<file path="src/design/keypad_regs.svh">
`ifndef KEYPAD_REGS_SVH
`define KEYPAD_REGS_SVH

// ****************************************
// Pins and matrix
// ****************************************
`define KP_PINS 18
`define KP_ROWS 8
`define KP_COLS 10
`define KP_FIFO_DEPTH 10

// ****************************************
// Register offsets (I2C register pointer)
// ****************************************
`define KP_REG_STATUS 5'h00
`define KP_REG_EVCOUNT 5'h01
`define KP_REG_EVENT 5'h02
`define KP_CFG_BASE 5'h03
`define KP_REG_KEYSEL 5'h03
`define KP_REG_GPODIR 5'h06
`define KP_REG_GPODATA 5'h09
`define KP_REG_GPIINTEN 5'h0c
`define KP_REG_GPILEVEL 5'h0f
`define KP_REG_PULLOFF 5'h12
`define KP_REG_CTRL 5'h15
`define KP_CFG_LAST 5'h15
`define KP_REG_GPISTATE 5'h16
`define KP_REG_GPISTATE_LAST 5'h18
`define KP_CFG_COUNT 19

// ****************************************
// Fields and reset values
// ****************************************
`define KP_CTRL_KEYIE 0
`define KP_CTRL_OVFIE 1
`define KP_CTRL_LOCK 2
`define KP_CTRL_LOCKIE 3
`define KP_CTRL_SENSA 4
`define KP_CTRL_SENSB 5
`define KP_CTRL_GPIEV 6
`define KP_CFG_RESET 8'h00
`define KP_GPI_CODE_BASE 7'h61

// ****************************************
// Timing
// ****************************************
`define KP_CLK_PERIOD_NS 8
`define KP_DEBOUNCE_NS 50000
`define KP_SCAN_SETTLE_NS 2000

`endif

</file>
<file path="src/design/keypad_pkg.sv">
`default_nettype none
`include "keypad_regs.svh"

package keypad_pkg;
  typedef logic [`KP_PINS-1:0] pin_vec_t;
  typedef enum logic [1:0] {I2C_IDLE, I2C_ADDR, I2C_WRITE, I2C_READ} i2c_state_e;
endpackage : keypad_pkg

`default_nettype wire

</file>
<file path="src/design/debounce_filter.sv">
`timescale 1ns/10ps
`default_nettype none

module debounce_filter #(
  parameter int Cycles = 6250
) (
  // Clock and reset
  input wire logic clk_sys,
  input wire logic rst_n,
  // Filtered line
  input wire logic din,
  output var logic dout
);
  localparam int CntW = $clog2(Cycles + 1);
  logic [CntW-1:0] cnt_q;

  if (Cycles < 1) begin : g_chk
    $error("debounce_filter: Cycles must be at least one");
  end

  // Idle level of every filtered line is high (pulled up)
  always_ff @(posedge clk_sys or negedge rst_n) begin
    if (!rst_n) begin
      cnt_q <= '0;
      dout <= 1'b1;
    end else if (din == dout) begin
      cnt_q <= '0;
    end else if (cnt_q == CntW'(Cycles - 1)) begin
      cnt_q <= '0;
      dout <= din;
    end else begin
      cnt_q <= cnt_q + 1'b1;
    end
  end
endmodule : debounce_filter

`default_nettype wire

</file>
<file path="src/design/keypad_gpio_expander.sv">
// Contract
// - After reset every row and column pin acts as plain input.
// - Matrix scans up to eight rows by ten columns, eighty key codes.
// - Pins outside the matrix are each input or output; two columns may sense light.
// - Sensor column used as keypad line: comparator off, pin joins matrix.
// - Sensor column used as light input: leaves matrix, comparator on.
// - Sensor column used as plain pin: no matrix, no comparator.
// - Ten-entry event buffer with counter; overflow wraps and flags interrupt.
// - Keylock; option chooses whether locked key events still interrupt.
// - Reset pin and inputs ignore changes shorter than the debounce period.
// - Per-input interrupt with selectable active level; pull-ups under software control.
// - Register pointer advances by itself on successive I2C reads.
// - Host talks over two-wire I2C plus one interrupt line only.
`timescale 1ns/10ps
`default_nettype none
`include "keypad_regs.svh"

module keypad_gpio_expander #(
  parameter int FifoDepth = `KP_FIFO_DEPTH,
  parameter int DebounceCycles = (`KP_DEBOUNCE_NS + `KP_CLK_PERIOD_NS - 1) / `KP_CLK_PERIOD_NS,
  parameter int ScanSettle = (`KP_SCAN_SETTLE_NS + `KP_CLK_PERIOD_NS - 1) / `KP_CLK_PERIOD_NS,
  parameter logic [6:0] DevAddr = 7'h2a
) (
  // Clock and reset
  input wire logic clk_sys,
  input wire logic rst_n,
  // Device reset pin
  input wire logic extRstNIn,
  // I2C link
  input wire logic sclIn,
  input wire logic sdaIn,
  output logic sdaOut,
  output logic sdaOe,
  // Interrupt
  output logic intOut,
  output logic intOe,
  // Row and column pins
  input wire keypad_pkg::pin_vec_t pinIn,
  output keypad_pkg::pin_vec_t pinOut,
  output keypad_pkg::pin_vec_t pinOe,
  output keypad_pkg::pin_vec_t pullEn,
  // Light comparators
  output logic [1:0] cmpEn
);
  import keypad_pkg::*;

  localparam int Rows = `KP_ROWS;
  localparam int Cols = `KP_COLS;
  localparam int Keys = Rows * Cols;
  localparam int Pins = `KP_PINS;

  if (FifoDepth < 1 || FifoDepth > 15 || ScanSettle < 1 || ScanSettle > 65535) begin : g_chk
    $error("keypad_gpio_expander: parameter out of range");
  end

  // ****************************************
  // Reset and input synchronisers
  // ****************************************
  logic [1:0] rstSync_q;
  logic coreRstN;
  logic [Pins+2:0] inMeta_q, inSync_q;
  logic sclD_q, sdaD_q;
  logic [Pins:0] debOut;

  always_ff @(posedge clk_sys or negedge rst_n) begin
    if (!rst_n) rstSync_q <= 2'h0;
    else rstSync_q <= {rstSync_q[0], 1'b1};
  end
  wire sysRstN = rstSync_q[1];

  always_ff @(posedge clk_sys or negedge sysRstN) begin
    if (!sysRstN) begin
      inMeta_q <= '1;
      inSync_q <= '1;
      sclD_q <= 1'b1;
      sdaD_q <= 1'b1;
    end else begin
      inMeta_q <= {extRstNIn, sclIn, sdaIn, pinIn};
      inSync_q <= inMeta_q;
      sclD_q <= inSync_q[Pins+1];
      sdaD_q <= inSync_q[Pins];
    end
  end

  wire [Pins:0] debIn = {inSync_q[Pins+2], inSync_q[Pins-1:0]};
  for (genvar i = 0; i <= Pins; i++) begin : g_deb
    debounce_filter #(.Cycles(DebounceCycles)) u_deb (
      .clk_sys(clk_sys),
      .rst_n(sysRstN),
      .din(debIn[i]),
      .dout(debOut[i])
    );
  end

  // Filtered reset pin resets all but the reset and input synchronisers, the filters and the event memory
  always_ff @(posedge clk_sys or negedge sysRstN) begin
    if (!sysRstN) coreRstN <= 1'b0;
    else coreRstN <= debOut[Pins];
  end

  wire [Pins-1:0] pinS = inSync_q[Pins-1:0];
  wire [Pins-1:0] deb = debOut[Pins-1:0];

  // ****************************************
  // Configuration bytes and pin functions
  // ****************************************
  logic [7:0] cfg_q [0:`KP_CFG_COUNT-1];
  localparam int Ks = `KP_REG_KEYSEL - `KP_CFG_BASE;
  localparam int Gd = `KP_REG_GPODIR - `KP_CFG_BASE;
  localparam int Go = `KP_REG_GPODATA - `KP_CFG_BASE;
  localparam int Ie = `KP_REG_GPIINTEN - `KP_CFG_BASE;
  localparam int Lv = `KP_REG_GPILEVEL - `KP_CFG_BASE;
  localparam int Po = `KP_REG_PULLOFF - `KP_CFG_BASE;
  localparam int Ct = `KP_REG_CTRL - `KP_CFG_BASE;

  wire [Pins-1:0] keySel = {cfg_q[Ks+2][1:0], cfg_q[Ks+1], cfg_q[Ks]};
  wire [Pins-1:0] gpoDir = {cfg_q[Gd+2][1:0], cfg_q[Gd+1], cfg_q[Gd]};
  wire [Pins-1:0] gpoData = {cfg_q[Go+2][1:0], cfg_q[Go+1], cfg_q[Go]};
  wire [Pins-1:0] gpiIntEn = {cfg_q[Ie+2][1:0], cfg_q[Ie+1], cfg_q[Ie]};
  wire [Pins-1:0] gpiLevel = {cfg_q[Lv+2][1:0], cfg_q[Lv+1], cfg_q[Lv]};
  wire [Pins-1:0] pullOff = {cfg_q[Po+2][1:0], cfg_q[Po+1], cfg_q[Po]};
  wire [7:0] ctrl = cfg_q[Ct];
  wire keyIntEn = ctrl[`KP_CTRL_KEYIE];
  wire ovfIntEn = ctrl[`KP_CTRL_OVFIE];
  wire lockOn = ctrl[`KP_CTRL_LOCK];
  wire lockIntEn = ctrl[`KP_CTRL_LOCKIE];
  wire gpiEvEn = ctrl[`KP_CTRL_GPIEV];
  wire [1:0] sensorSel = {ctrl[`KP_CTRL_SENSB], ctrl[`KP_CTRL_SENSA]};

  // Sensor choice outranks keypad choice on the two sensor columns
  wire [Pins-1:0] sensorMask = {sensorSel, {(Pins - 2){1'b0}}};
  wire [Pins-1:0] matrixMask = keySel & ~sensorMask;
  wire [Pins-1:0] gpoMask = gpoDir & ~matrixMask & ~sensorMask;
  wire [Pins-1:0] gpiMask = ~matrixMask & ~gpoMask & ~sensorMask;
  wire [Rows-1:0] rowMask = matrixMask[Rows-1:0];
  wire [Cols-1:0] colMask = matrixMask[Pins-1:Rows];

  // ****************************************
  // Matrix scan
  // ****************************************
  logic [2:0] scanRow_q;
  logic [15:0] settle_q;
  logic [Keys-1:0] keyState_q;
  logic [3:0] keyCol;

  wire rowOn = rowMask[scanRow_q];
  wire [Cols-1:0] pressedRow = rowOn ? (~pinS[Pins-1:Rows] & colMask) : '0;
  wire [Cols-1:0] keyDiff = pressedRow ^ keyState_q[scanRow_q * Cols +: Cols];
  wire settled = settle_q == 16'(ScanSettle - 1);
  wire keyPush = settled & (|keyDiff);
  wire keyPressNow = pressedRow[keyCol];
  wire [6:0] keyCode = 7'(scanRow_q * Cols + keyCol + 1);
  wire [Rows-1:0] rowDrive = rowMask & 8'(8'h01 << scanRow_q);

  always_comb begin
    keyCol = 4'h0;
    for (int c = Cols - 1; c >= 0; c--) begin
      if (keyDiff[c]) keyCol = 4'(c);
    end
  end

  // One change per cycle; the row is held until all its changes are logged
  always_ff @(posedge clk_sys or negedge coreRstN) begin
    if (!coreRstN) begin
      scanRow_q <= 3'h0;
      settle_q <= 16'h0000;
      keyState_q <= '0;
    end else if (!settled) begin
      settle_q <= settle_q + 16'h0001;
    end else if (keyPush) begin
      keyState_q[scanRow_q * Cols + keyCol] <= keyPressNow;
    end else begin
      settle_q <= 16'h0000;
      scanRow_q <= scanRow_q + 3'h1;
    end
  end

  // ****************************************
  // Input change detection
  // ****************************************
  logic [Pins-1:0] gpiPrev_q, gpiPrev_d;
  logic [4:0] gpiIdx;
  wire [Pins-1:0] gpiChg = (deb ^ gpiPrev_q) & gpiMask;
  wire gpiTake = (|gpiChg) & ~keyPush;
  wire gpiActive = deb[gpiIdx] == gpiLevel[gpiIdx];
  wire gpiPush = gpiTake & gpiEvEn;
  wire gpiSet = gpiTake & gpiIntEn[gpiIdx] & gpiActive;

  always_comb begin
    gpiIdx = 5'h00;
    for (int p = Pins - 1; p >= 0; p--) begin
      if (gpiChg[p]) gpiIdx = 5'(p);
    end
    gpiPrev_d = (gpiPrev_q & gpiMask) | (deb & ~gpiMask);
    if (gpiTake) gpiPrev_d[gpiIdx] = deb[gpiIdx];
  end

  always_ff @(posedge clk_sys or negedge coreRstN) begin
    if (!coreRstN) gpiPrev_q <= '1;
    else gpiPrev_q <= gpiPrev_d;
  end

  // ****************************************
  // Event buffer
  // ****************************************
  logic [7:0] evMem_q [0:FifoDepth-1];
  logic [3:0] wrPtr_q, rdPtr_q, count_q;
  logic popReq;
  wire evPush = keyPush | gpiPush;
  wire [7:0] evWord = keyPush ? {keyPressNow, keyCode}
                              : {gpiActive, 7'(`KP_GPI_CODE_BASE + gpiIdx)};
  wire evFull = count_q == 4'(FifoDepth);
  wire evPop = popReq & (count_q != 4'h0);
  wire evOver = evPush & evFull & ~evPop;
  wire [7:0] evHead = (count_q != 4'h0) ? evMem_q[rdPtr_q] : 8'h00;

  function automatic logic [3:0] ptrNext(input logic [3:0] p);
    return (p == 4'(FifoDepth - 1)) ? 4'h0 : p + 4'h1;
  endfunction : ptrNext

  always_ff @(posedge clk_sys) begin
    if (evPush) evMem_q[wrPtr_q] <= evWord;
  end

  // On overflow the oldest entry is dropped
  always_ff @(posedge clk_sys or negedge coreRstN) begin
    if (!coreRstN) begin
      wrPtr_q <= 4'h0;
      rdPtr_q <= 4'h0;
      count_q <= 4'h0;
    end else begin
      if (evPush) wrPtr_q <= ptrNext(wrPtr_q);
      if (evPop || evOver) rdPtr_q <= ptrNext(rdPtr_q);
      if (evPush && !evPop && !evFull) count_q <= count_q + 4'h1;
      else if (evPop && !evPush) count_q <= count_q - 4'h1;
    end
  end

  // ****************************************
  // Flags and interrupt
  // ****************************************
  logic keyFlag_q, gpiFlag_q, ovfFlag_q;
  logic [2:0] flagClr;
  wire keySet = keyPush & (~lockOn | lockIntEn);
  wire intPending = (keyFlag_q & keyIntEn) | gpiFlag_q | (ovfFlag_q & ovfIntEn);

  // Set wins over a clear in the same cycle
  always_ff @(posedge clk_sys or negedge coreRstN) begin
    if (!coreRstN) begin
      keyFlag_q <= 1'b0;
      gpiFlag_q <= 1'b0;
      ovfFlag_q <= 1'b0;
      intOe <= 1'b0;
    end else begin
      keyFlag_q <= (keyFlag_q & ~flagClr[0]) | keySet;
      gpiFlag_q <= (gpiFlag_q & ~flagClr[1]) | gpiSet;
      ovfFlag_q <= (ovfFlag_q & ~flagClr[2]) | evOver;
      intOe <= intPending;
    end
  end
  assign intOut = 1'b0;
  assign sdaOut = 1'b0;

  // ****************************************
  // Pin drivers
  // ****************************************
  always_ff @(posedge clk_sys or negedge coreRstN) begin
    if (!coreRstN) begin
      pinOut <= '0;
      pinOe <= '0;
      pullEn <= '1;
      cmpEn <= 2'h0;
    end else begin
      pinOut <= gpoData & gpoMask;
      pinOe <= gpoMask | {{Cols{1'b0}}, rowDrive};
      pullEn <= ~pullOff & ~sensorMask;
      cmpEn <= sensorSel;
    end
  end

  // ****************************************
  // I2C slave
  // ****************************************
  i2c_state_e i2cState_q;
  logic [3:0] bitCnt_q;
  logic [7:0] shift_q, tx_q, readData;
  logic [4:0] ptr_q;
  logic first_q, ackNext_q;

  wire sclS = inSync_q[Pins+1];
  wire sdaS = inSync_q[Pins];
  wire sclRise = sclS & ~sclD_q;
  wire sclFall = ~sclS & sclD_q;
  wire i2cStart = sclS & sclD_q & sdaD_q & ~sdaS;
  wire i2cStop = sclS & sclD_q & ~sdaD_q & sdaS;
  wire [7:0] rxByte = {shift_q[6:0], sdaS};
  wire byteDone = sclRise & (bitCnt_q == 4'h7) & (i2cState_q != I2C_IDLE);
  wire loadTx = sclFall & (bitCnt_q == 4'h0) & (i2cState_q == I2C_READ);
  wire regWrite = byteDone & (i2cState_q == I2C_WRITE) & ~first_q;
  wire inCfg = (ptr_q >= `KP_CFG_BASE) && (ptr_q <= `KP_CFG_LAST);
  wire [4:0] cfgIdx = ptr_q - `KP_CFG_BASE;
  wire [4:0] gpiSel = ptr_q - `KP_REG_GPISTATE;
  wire [7:0] statusByte = {4'h0, lockOn, ovfFlag_q, gpiFlag_q, keyFlag_q};
  wire [7:0] gpiByte = (gpiSel == 5'h00) ? deb[7:0]
                     : (gpiSel == 5'h01) ? deb[15:8] : {6'h00, deb[17:16]};
  wire inGpi = (ptr_q >= `KP_REG_GPISTATE) && (ptr_q <= `KP_REG_GPISTATE_LAST);

  assign readData = (ptr_q == `KP_REG_STATUS) ? statusByte
                  : (ptr_q == `KP_REG_EVCOUNT) ? {4'h0, count_q}
                  : (ptr_q == `KP_REG_EVENT) ? evHead
                  : inCfg ? cfg_q[cfgIdx]
                  : inGpi ? gpiByte : 8'h00;
  assign popReq = loadTx & (ptr_q == `KP_REG_EVENT);
  assign flagClr = (regWrite && ptr_q == `KP_REG_STATUS) ? rxByte[2:0] : 3'h0;

  always_ff @(posedge clk_sys or negedge coreRstN) begin
    if (!coreRstN) begin
      for (int k = 0; k < `KP_CFG_COUNT; k++) cfg_q[k] <= `KP_CFG_RESET;
    end else if (regWrite && inCfg) begin
      cfg_q[cfgIdx] <= rxByte;
    end
  end

  always_ff @(posedge clk_sys or negedge coreRstN) begin
    if (!coreRstN) begin
      i2cState_q <= I2C_IDLE;
      bitCnt_q <= 4'h0;
      shift_q <= 8'h00;
      tx_q <= 8'h00;
      ptr_q <= 5'h00;
      first_q <= 1'b0;
      ackNext_q <= 1'b0;
      sdaOe <= 1'b0;
    end else if (i2cStart || i2cStop) begin
      i2cState_q <= i2cStart ? I2C_ADDR : I2C_IDLE;
      bitCnt_q <= 4'h0;
      ackNext_q <= 1'b0;
      sdaOe <= 1'b0;
    end else if (sclRise && i2cState_q != I2C_IDLE) begin
      if (bitCnt_q < 4'h8) shift_q <= rxByte;
      bitCnt_q <= (bitCnt_q == 4'h8) ? 4'h0 : bitCnt_q + 4'h1;
      // Host NACK ends a read burst
      if (bitCnt_q == 4'h8 && i2cState_q == I2C_READ && sdaS) i2cState_q <= I2C_IDLE;
      if (byteDone && i2cState_q == I2C_ADDR) begin
        if (rxByte[7:1] == DevAddr) begin
          i2cState_q <= rxByte[0] ? I2C_READ : I2C_WRITE;
          ackNext_q <= 1'b1;
          first_q <= 1'b1;
        end else begin
          i2cState_q <= I2C_IDLE;
        end
      end else if (byteDone && i2cState_q == I2C_WRITE) begin
        // Read bytes are acknowledged by the host, never by this side
        ackNext_q <= 1'b1;
        first_q <= 1'b0;
        ptr_q <= first_q ? rxByte[4:0] : ptr_q + 5'h01;
      end
    end else if (sclFall) begin
      if (bitCnt_q == 4'h8) begin
        sdaOe <= ackNext_q;
        ackNext_q <= 1'b0;
      end else if (loadTx) begin
        tx_q <= {readData[6:0], 1'b0};
        sdaOe <= ~readData[7];
        ptr_q <= ptr_q + 5'h01;
      end else if (i2cState_q == I2C_READ && bitCnt_q != 4'h0) begin
        sdaOe <= ~tx_q[7];
        tx_q <= {tx_q[6:0], 1'b0};
      end else begin
        sdaOe <= 1'b0;
      end
    end
  end
endmodule : keypad_gpio_expander

`default_nettype wire

</file>
<file path="config.mk">
export PLATFORM = sky130hd
export DESIGN_NAME = keypad_gpio_expander
export DESIGN_NICKNAME = d
export VERILOG_FILES = /design/src/design/keypad_pkg.sv /design/src/design/debounce_filter.sv /design/src/design/keypad_gpio_expander.sv
export VERILOG_INCLUDE_DIRS = /design/src /design/src/design
export SDC_FILE = /design/constraint.sdc
export NUM_CORES = 1
export LEC_CHECK = 0
export BUFFER_PORTS_ARGS = -buffer_cell sky130_fd_sc_hd__buf_4
export CAP_MARGIN = 20
export CORE_MARGIN = 4
export CORE_UTILIZATION = 54
export CTS_CLUSTER_DIAMETER = 200
export DETAILED_ROUTE_END_ITERATION = 16
export HOLD_SLACK_MARGIN = 0.08
export PLACE_DENSITY = 0.7
export SYNTH_ARGS = -nofsm -noshare
export SYNTH_HDL_FRONTEND = slang
export SYNTH_HIERARCHICAL = 1
export SYNTH_SLANG_ARGS = --single-unit
</file>
<file path="constraint.sdc">
create_clock -name clk_sys -period 15.6 [get_ports clk_sys]
set_input_delay 2.34 -clock clk_sys [delete_from_list [all_inputs] [get_ports clk_sys]]
set_output_delay 2.34 -clock clk_sys [all_outputs]
set_load 0.01 [all_outputs]
</file>
[Yosys cells after proc, flatten, opt, wreduce, memory -nomap -nowiden]
Memories as Yosys holds them, arrays and structs flattened.
Cells that the tools add are included.
Storage, ports and cells
  memories kept: 1
  word-level logic and storage cells: 497
  register bits: 683
  output and inout port bits: 60
  bits in writable memories: 80
  input bits: 23
Cells by class
  $add $sub $neg: 32
  bitwise logic cells: 93
  magnitude comparators: 13
  shift operators: 2
  multipliers: 1
  equal/unequal tests: 60
  reductions and logical operators: 67
  mux-type cells: 142
Memory list
  evMem_q: words 10, bits a word 8, read ports 1, clocked after memory_dff 0, write ports 1, line keypad_gpio_expander.sv:206  | logic [7:0] evMem_q [0:FifoDepth-1];
Operator list (count)
  two-way mux 13 bit: 38
  adder 13 x 1 -> 13 bit (second input constant): 19
  equality test 13 bit (second input constant): 19
  AND 18 bit: 10
  bitwise mux 152 bit: 1
  two-way mux 5 bit: 25
  two-way mux 8 bit: 14
  inverter 18 bit: 5
  bitwise mux 80 bit: 1
  variable part select 80 x 8 -> 10 bit: 1
  two-way mux 4 bit: 17
  AND reduction 2 bit: 23
  binary-select mux 8 bit (select 5 bit): 1
  demux 8 bit (select 5 bit): 1
  inverter 1 bit: 35
  two-way mux 16 bit: 2
  AND 1 bit: 28
  two-way mux 1 bit: 26
  equality test 1 bit: 20
  bitwise mux 18 bit: 1
  two-way mux 18 bit: 1
  bitwise OR 18 bit: 1
  bitwise OR 18 x 8 -> 18 bit: 1
  OR reduction 18 bit: 1
  other kinds (64): 119

[Depth between registers and ports, before layout]
  depth after elaboration: 33
  depth in mapped cells: 23
  gate-level depth less buffers: 18

[Cells and area by module]
Netlist, hierarchy kept.
By module, submodules not included
  keypad_gpio_expander: area each 24011.8 µm², seq. area each 12912.4 µm², cells an instance 1948, times used 1
  debounce_filter: area each 739.5 µm², seq. area each 351.6 µm², cells an instance 72, times used 19

[Worst setup path before layout]
Ideal clock, no wire load.
  kind: register to register
  start: register ptr_q[0]
  end: register tx_q[4]
  path slack: 10.618 ns
  arrival time: 4.851 ns
  data required time: 15.470 ns
  buffers on the path: 7
  library setup time: 0.130 ns
  stages on the path, launching flop included: 17
  clock period less this slack: 4.982 ns
  cell sequence: dfrtp_1 > buf_1 > clkbuf_1 > inv_1 > clkbuf_1 > ha_1 > clkbuf_1 > clkbuf_1 > buf_1 > clkbuf_1 > mux4_2 > a222oi_1 > o22ai_1 > a222oi_1 > nor3_1 > a21oi_1 > a21oi_1
Between the ends
  cells in the longest elaborated chain, start to end: 10
  elaborated cells between the ends (all ways): 25
  those cells by class: add/sub (2); order compare (4); eq/ne (3); mux (11); bitwise (1); reduce/logical (4)
Ends and longest elaborated chain
  from (decl): line keypad_gpio_expander.sv:287  | logic [4:0] ptr_q;
  from (signal assigned): line keypad_gpio_expander.sv:356  | ptr_q <= first_q ? rxByte[4:0] : ptr_q + 5'h01;
  from (signal assigned): line keypad_gpio_expander.sv:365  | ptr_q <= ptr_q + 5'h01;
  subtractor 5 x 2 -> 5 bit (no line) / subtractor 5 bit (equally long branches)
  inverter 5 -> 6 bit (not written as such) / equality test 5 x 1 -> 1 bit (equally long branches): line keypad_gpio_expander.sv:311, keypad_gpio_expander.sv:305
  binary-select mux 8 bit (select 5 bit) / two-way mux 8 bit (equally long branches): line keypad_gpio_expander.sv:311, keypad_gpio_expander.sv:305
  two-way mux 8 bit (on tied branches): line keypad_gpio_expander.sv:311, keypad_gpio_expander.sv:304
  two-way mux 8 bit (on tied branches): line keypad_gpio_expander.sv:311, keypad_gpio_expander.sv:312
  two-way mux 8 bit: line keypad_gpio_expander.sv:311  | : inCfg ? cfg_q[cfgIdx]
  two-way mux 8 bit: line keypad_gpio_expander.sv:310  | : (ptr_q == `KP_REG_EVENT) ? evHead
  two-way mux 8 bit: line keypad_gpio_expander.sv:309  | : (ptr_q == `KP_REG_EVCOUNT) ? {4'h0, count_q}
  two-way mux 8 bit (*): line keypad_gpio_expander.sv:308  | assign readData = (ptr_q == `KP_REG_STATUS) ? statusByte
  two-way mux 8 bit (*): line keypad_gpio_expander.sv:362  | end else if (loadTx) begin
  to (signal assigned): line keypad_gpio_expander.sv:363  | tx_q <= {readData[6:0], 1'b0};
  to (signal assigned): line keypad_gpio_expander.sv:368  | tx_q <= {tx_q[6:0], 1'b0};
  to (decl): line keypad_gpio_expander.sv:286  | logic [7:0] shift_q, tx_q, readData;
Mark *: on every way between the ends. The rest lies on a longest branch, timed or not. The select of a mux whose other input is x is not followed.
A chain may end at the register's enable or synchronous reset.

[Worst setup path in the final report]
  start: register scanRow_q[2]
  end: memory evMem_q[9][3], data pin
Between the ends
  cells in the longest elaborated chain, start to end: 17
  elaborated cells between the ends (all ways): 21
  those cells by class: add/sub (2); mul (1); shift (1); mux (14); bitwise (2); reduce/logical (1)
Ends and longest elaborated chain
  from (decl): line keypad_gpio_expander.sv:141  | logic [2:0] scanRow_q;
  from (signal assigned): line keypad_gpio_expander.sv:174  | scanRow_q <= scanRow_q + 3'h1;
  branches (longest 16 deep; another with multiplier 3 x 3 -> 6 bit)
  two-way mux 8 bit (*): line keypad_gpio_expander.sv:210  | wire [7:0] evWord = keyPush ? {keyPressNow, keyCode}
  via evWord[3]: line keypad_gpio_expander.sv:210
  to (decl): line keypad_gpio_expander.sv:206
Mark *: on every way through the listed nets, which the timed path passes. The select of a mux whose other input is x is not followed.

==> impl_metrics.toml <==
[worst_setup_path]
worstPathArrival_ns = 6.77
cp-start-kind = "flip-flop"
required_ns = 15.92
path_class = "reg -> reg"
r2r_end = "evMem_q[9][3]"
cp_slowest_cell = "dfrtp_1"
worstPathMaxFanout = 27
crit_chain = "mux4_2, mux2i_1, xnor2_1, o22ai_1, a32o_1, a21boi_0, ha_1, inv_1, fa_1, nor2b_1, nand3_1, xnor2_1, nor2_1, a21oi_1"
cpMostUsedCell = "xnor2_1"
r2r_slack_ns = 9.15
r2r_start = "scanRow_q[2]"
endpoint_kind = "flip-flop"
max_stage_delay_ns = 0.99
reg2reg_depth = 14

[clock_network]
hold_buffers = 0
cts_resized = 0
cts_htree_levels = 3
postCtsSetupBuffers = 0
cts_tree = "built"
numCtsBuffers = 80
cts_num_sinks = 762
cts_buffer_depth = 3
clk_pin_slew_worst_paths_ns = 0.06
root_buffer = "clkbuf_16"
clock_latency_ns = 0.62

[sta]
rsz0062_at_grt = "false"
timing.final.crit_share_pct = 41.3
slew_headroom_pct = 25.9
fin_skew_ns = 0.0230
hold_violations = 0
tightest_slew_ns = 1.11
slew_violations = 0
min_period_ns = 6.45
setup_viol_count_final = 0
fmaxAchievable_mhz = 155
tns_ns = 0

[floorplan]
start_util_pct = 54.4
die_y_um = 273
design.core.area_um2 = 69900
die_area_um2 = 74800
io_pins = 83
die_x_um = 273
rows = 97

[final_layout]
diodes = 0
stdcell_count = 4355
fillers = 5526
syn2layout_area_growth_pct = 10.3
finalNetCount = 3443
drive_gt1_share_pct = 19.6

[run]
maxCapViolCount = 0

[synthesis]
postSynthCellCount = 3316
synth_area_um2 = 38100
synth.distinct_cells = 91
yosys_warnings = 6
synth_top_area_share_pct = 38.3
synth_edf_count = 80
yosys.area.top_type = "dfrtp_1"
yosysSeqAreaShare_pct = 51.5
synth-main-ff-cell = "dfrtp_1"
async_flop_share_pct = 89.5
ys_seq_elements = 762
avgSynthCellArea_um2 = 11.5
synth.area.top_cells = "dfrtp_1 38%, dfstp_2 6.8%, edfxtp_1 6.3%, mux2_2 6.0%, mux4_2 4.2%"

[placement]
io_buffers = 80
dp_hpwl_um = 64500
place_inst = 4205
gp_congestion = 0.983

[detailed_routing]
vias_per_cell = 6.30
wl_um = 93400
drt_first_pass_iters = 7
drc = 0
ant_nets = 0
wl_per_cell_um = 21.4
drt-initial-drc-count = 2495
vias = 27400

[global_routing]
grt_max_degree = 179
top_usage_layer = "met2"
grt_first_pass_wirelength_um = 150000
overflow = 0
antenna_found_initial = 0
grt_usage_pct = 24.9
grt_pass1_vias = 27300
grtUsageMet2_pct = 41.1
gr-usage-met3_pct = 4.79
grtUsageMet1_pct = 33.1

[power]
power.density_nw_per_um2 = 100
irDropWorstVdd_mv = 0.0723
leakage_nw = 17.0

[outcome]
status = "finished, final reports clean"

[min_path]
min_path_type = "reg -> async"
-- final cells by class --
cell class / count / area, um2 / share of cell area [%]
Multi-Input combinational cell: 2299 / 17300 / 41.1
Timing Repair Buffer: 100 / 783 / 1.87
Sequential cell: 762 / 19600 / 46.7
Clock buffer: 119 / 2380 / 5.68
Inverter: 106 / 398 / 0.948
Tap cell: 940 / 1180 / 2.80
Clock inverter: 29 / 374 / 0.891
-- cells in the mapped netlist, types with 12 or more instances --
cell	count
a211oi_1	12
a21oi_1	205
a22oi_1	21
a31oi_1	16
and2_1	30
buf_6	27
clkbuf_1	90
clkbuf_2	19
dfrtp_1	583
dfstp_2	99
edfxtp_1	80
ha_1	69
inv_1	103
mux2_2	204
mux2i_1	77
mux4_2	71
nand2_1	188
nand2b_1	18
nand3_1	144
nand4_1	87
nand4b_1	24
nand4bb_1	19
nor2_1	186
nor2b_1	26
nor3_1	47
nor3b_1	13
o211ai_1	15
o21ai_0	184
o22ai_1	20
o31ai_1	180
o31ai_4	19
or3_1	64
or4_1	95
or4b_4	19
xnor2_1	54
xor2_1	88
-- worst max path at each step --
stage                      start            end  slack (ns)  cells past startpoint
finish              scanRow_q[2]  evMem_q[9][3]        9.15                     14
global route        scanRow_q[2]  evMem_q[8][3]        8.59                     14
CTS                 scanRow_q[2]  evMem_q[9][3]        9.27                     14
detailed placement  scanRow_q[2]  evMem_q[0][3]        9.35                     14
global placement    scanRow_q[2]  evMem_q[0][3]        9.70                     14
floorplan               coreRstN      ackNext_q        4.56                      0
-- cell usage in the layout (no fill, tap or decap), drive strengths merged, types with 71 or more instances in the layout --
cell    instances
a21oi         206
buf            99
clkbuf        120
dfrtp         583
dfstp          99
edfxtp         80
inv           107
mux2          205
mux2i          78
mux4           71
nand2         188
nand3         145
nand4          87
nor2          186
o21ai         186
o31ai         199
or4            95
xor2           88
-- stage by stage --
stage / power (mW) / worst slack [ns] / area, um2 / utilization [%] / hold WS (ns)
floorplan: 2.21 / 4.56 / 38100 / - / 0.331
global route: 4.36 / 8.59 / 42000 / 60.0 / 0.349
detailed placement: 2.27 / 9.35 / 39200 / 56.0 / 0.346
global placement: 2.26 / 9.70 / 39200 / 56.0 / 0.338
CTS: 4.25 / 9.27 / 41900 / 60.0 / 0.346
finish: 4.21 / 9.15 / 42000 / 60.0 / 0.327
-- power breakdown --
part           leakage (nW)  total, mW  internal [mW]  switching, mW
Combinational          6.03     0.0913         0.0388         0.0525
Clock                  1.35       1.98           1.19          0.787
Sequential             9.62       2.14           2.04          0.106
Total                  17.0       4.21           3.27          0.945
-- logic make-up after synthesis --
kind of cell,after synthesis,share of synthesized area [%]
other,2,0.0197
AOI/OAI and AO/OA,730,12.7
buffers and inverters,256,3.24
adders and majority gates,71,2.37
xor gates and xnor gates,142,3.27
and+or+nand+nor,999,14.6
DFF,762,51.5
muxes,354,12.3
-- registers in the layout, indices dropped and copies added (netlist names), 5 cells and up --
name	count
evMem_q	80
g_deb.u_deb/cnt_q	247
g_deb.u_deb/dout	19
settle_q	16
tx_q	7
ptr_q	5
pullEn	18
ctrl	8
pinOe	18
pinOut	18
inSync_q	21
cfg_q	144
shift_q	7
keyState_q	80
inMeta_q	21
gpiPrev_q	18
-- critical path: cells and delay by family, from the launching register on --
family / cells / cell delay [ns]
AO/OA/AOI/OAI: 4 / 1.65
XOR/XNOR: 2 / 0.64
adder cells (fa/ha/maj): 2 / 0.87
buffers and inverters: 1 / 0.06
flip-flops: 1 / 0.99
multiplexers: 2 / 0.99
AND/OR/NAND/NOR: 3 / 0.93
-- per-layer routing --
layer | up-vias | share of wire, %
met5 | - | 0
met4 | 0 | 4.0
met3 | 223 | 6.3
met2 | 922 | 48
met1 | 13800 | 41
li1 | 12500 | -
Power figures use the tool's default switching activity.
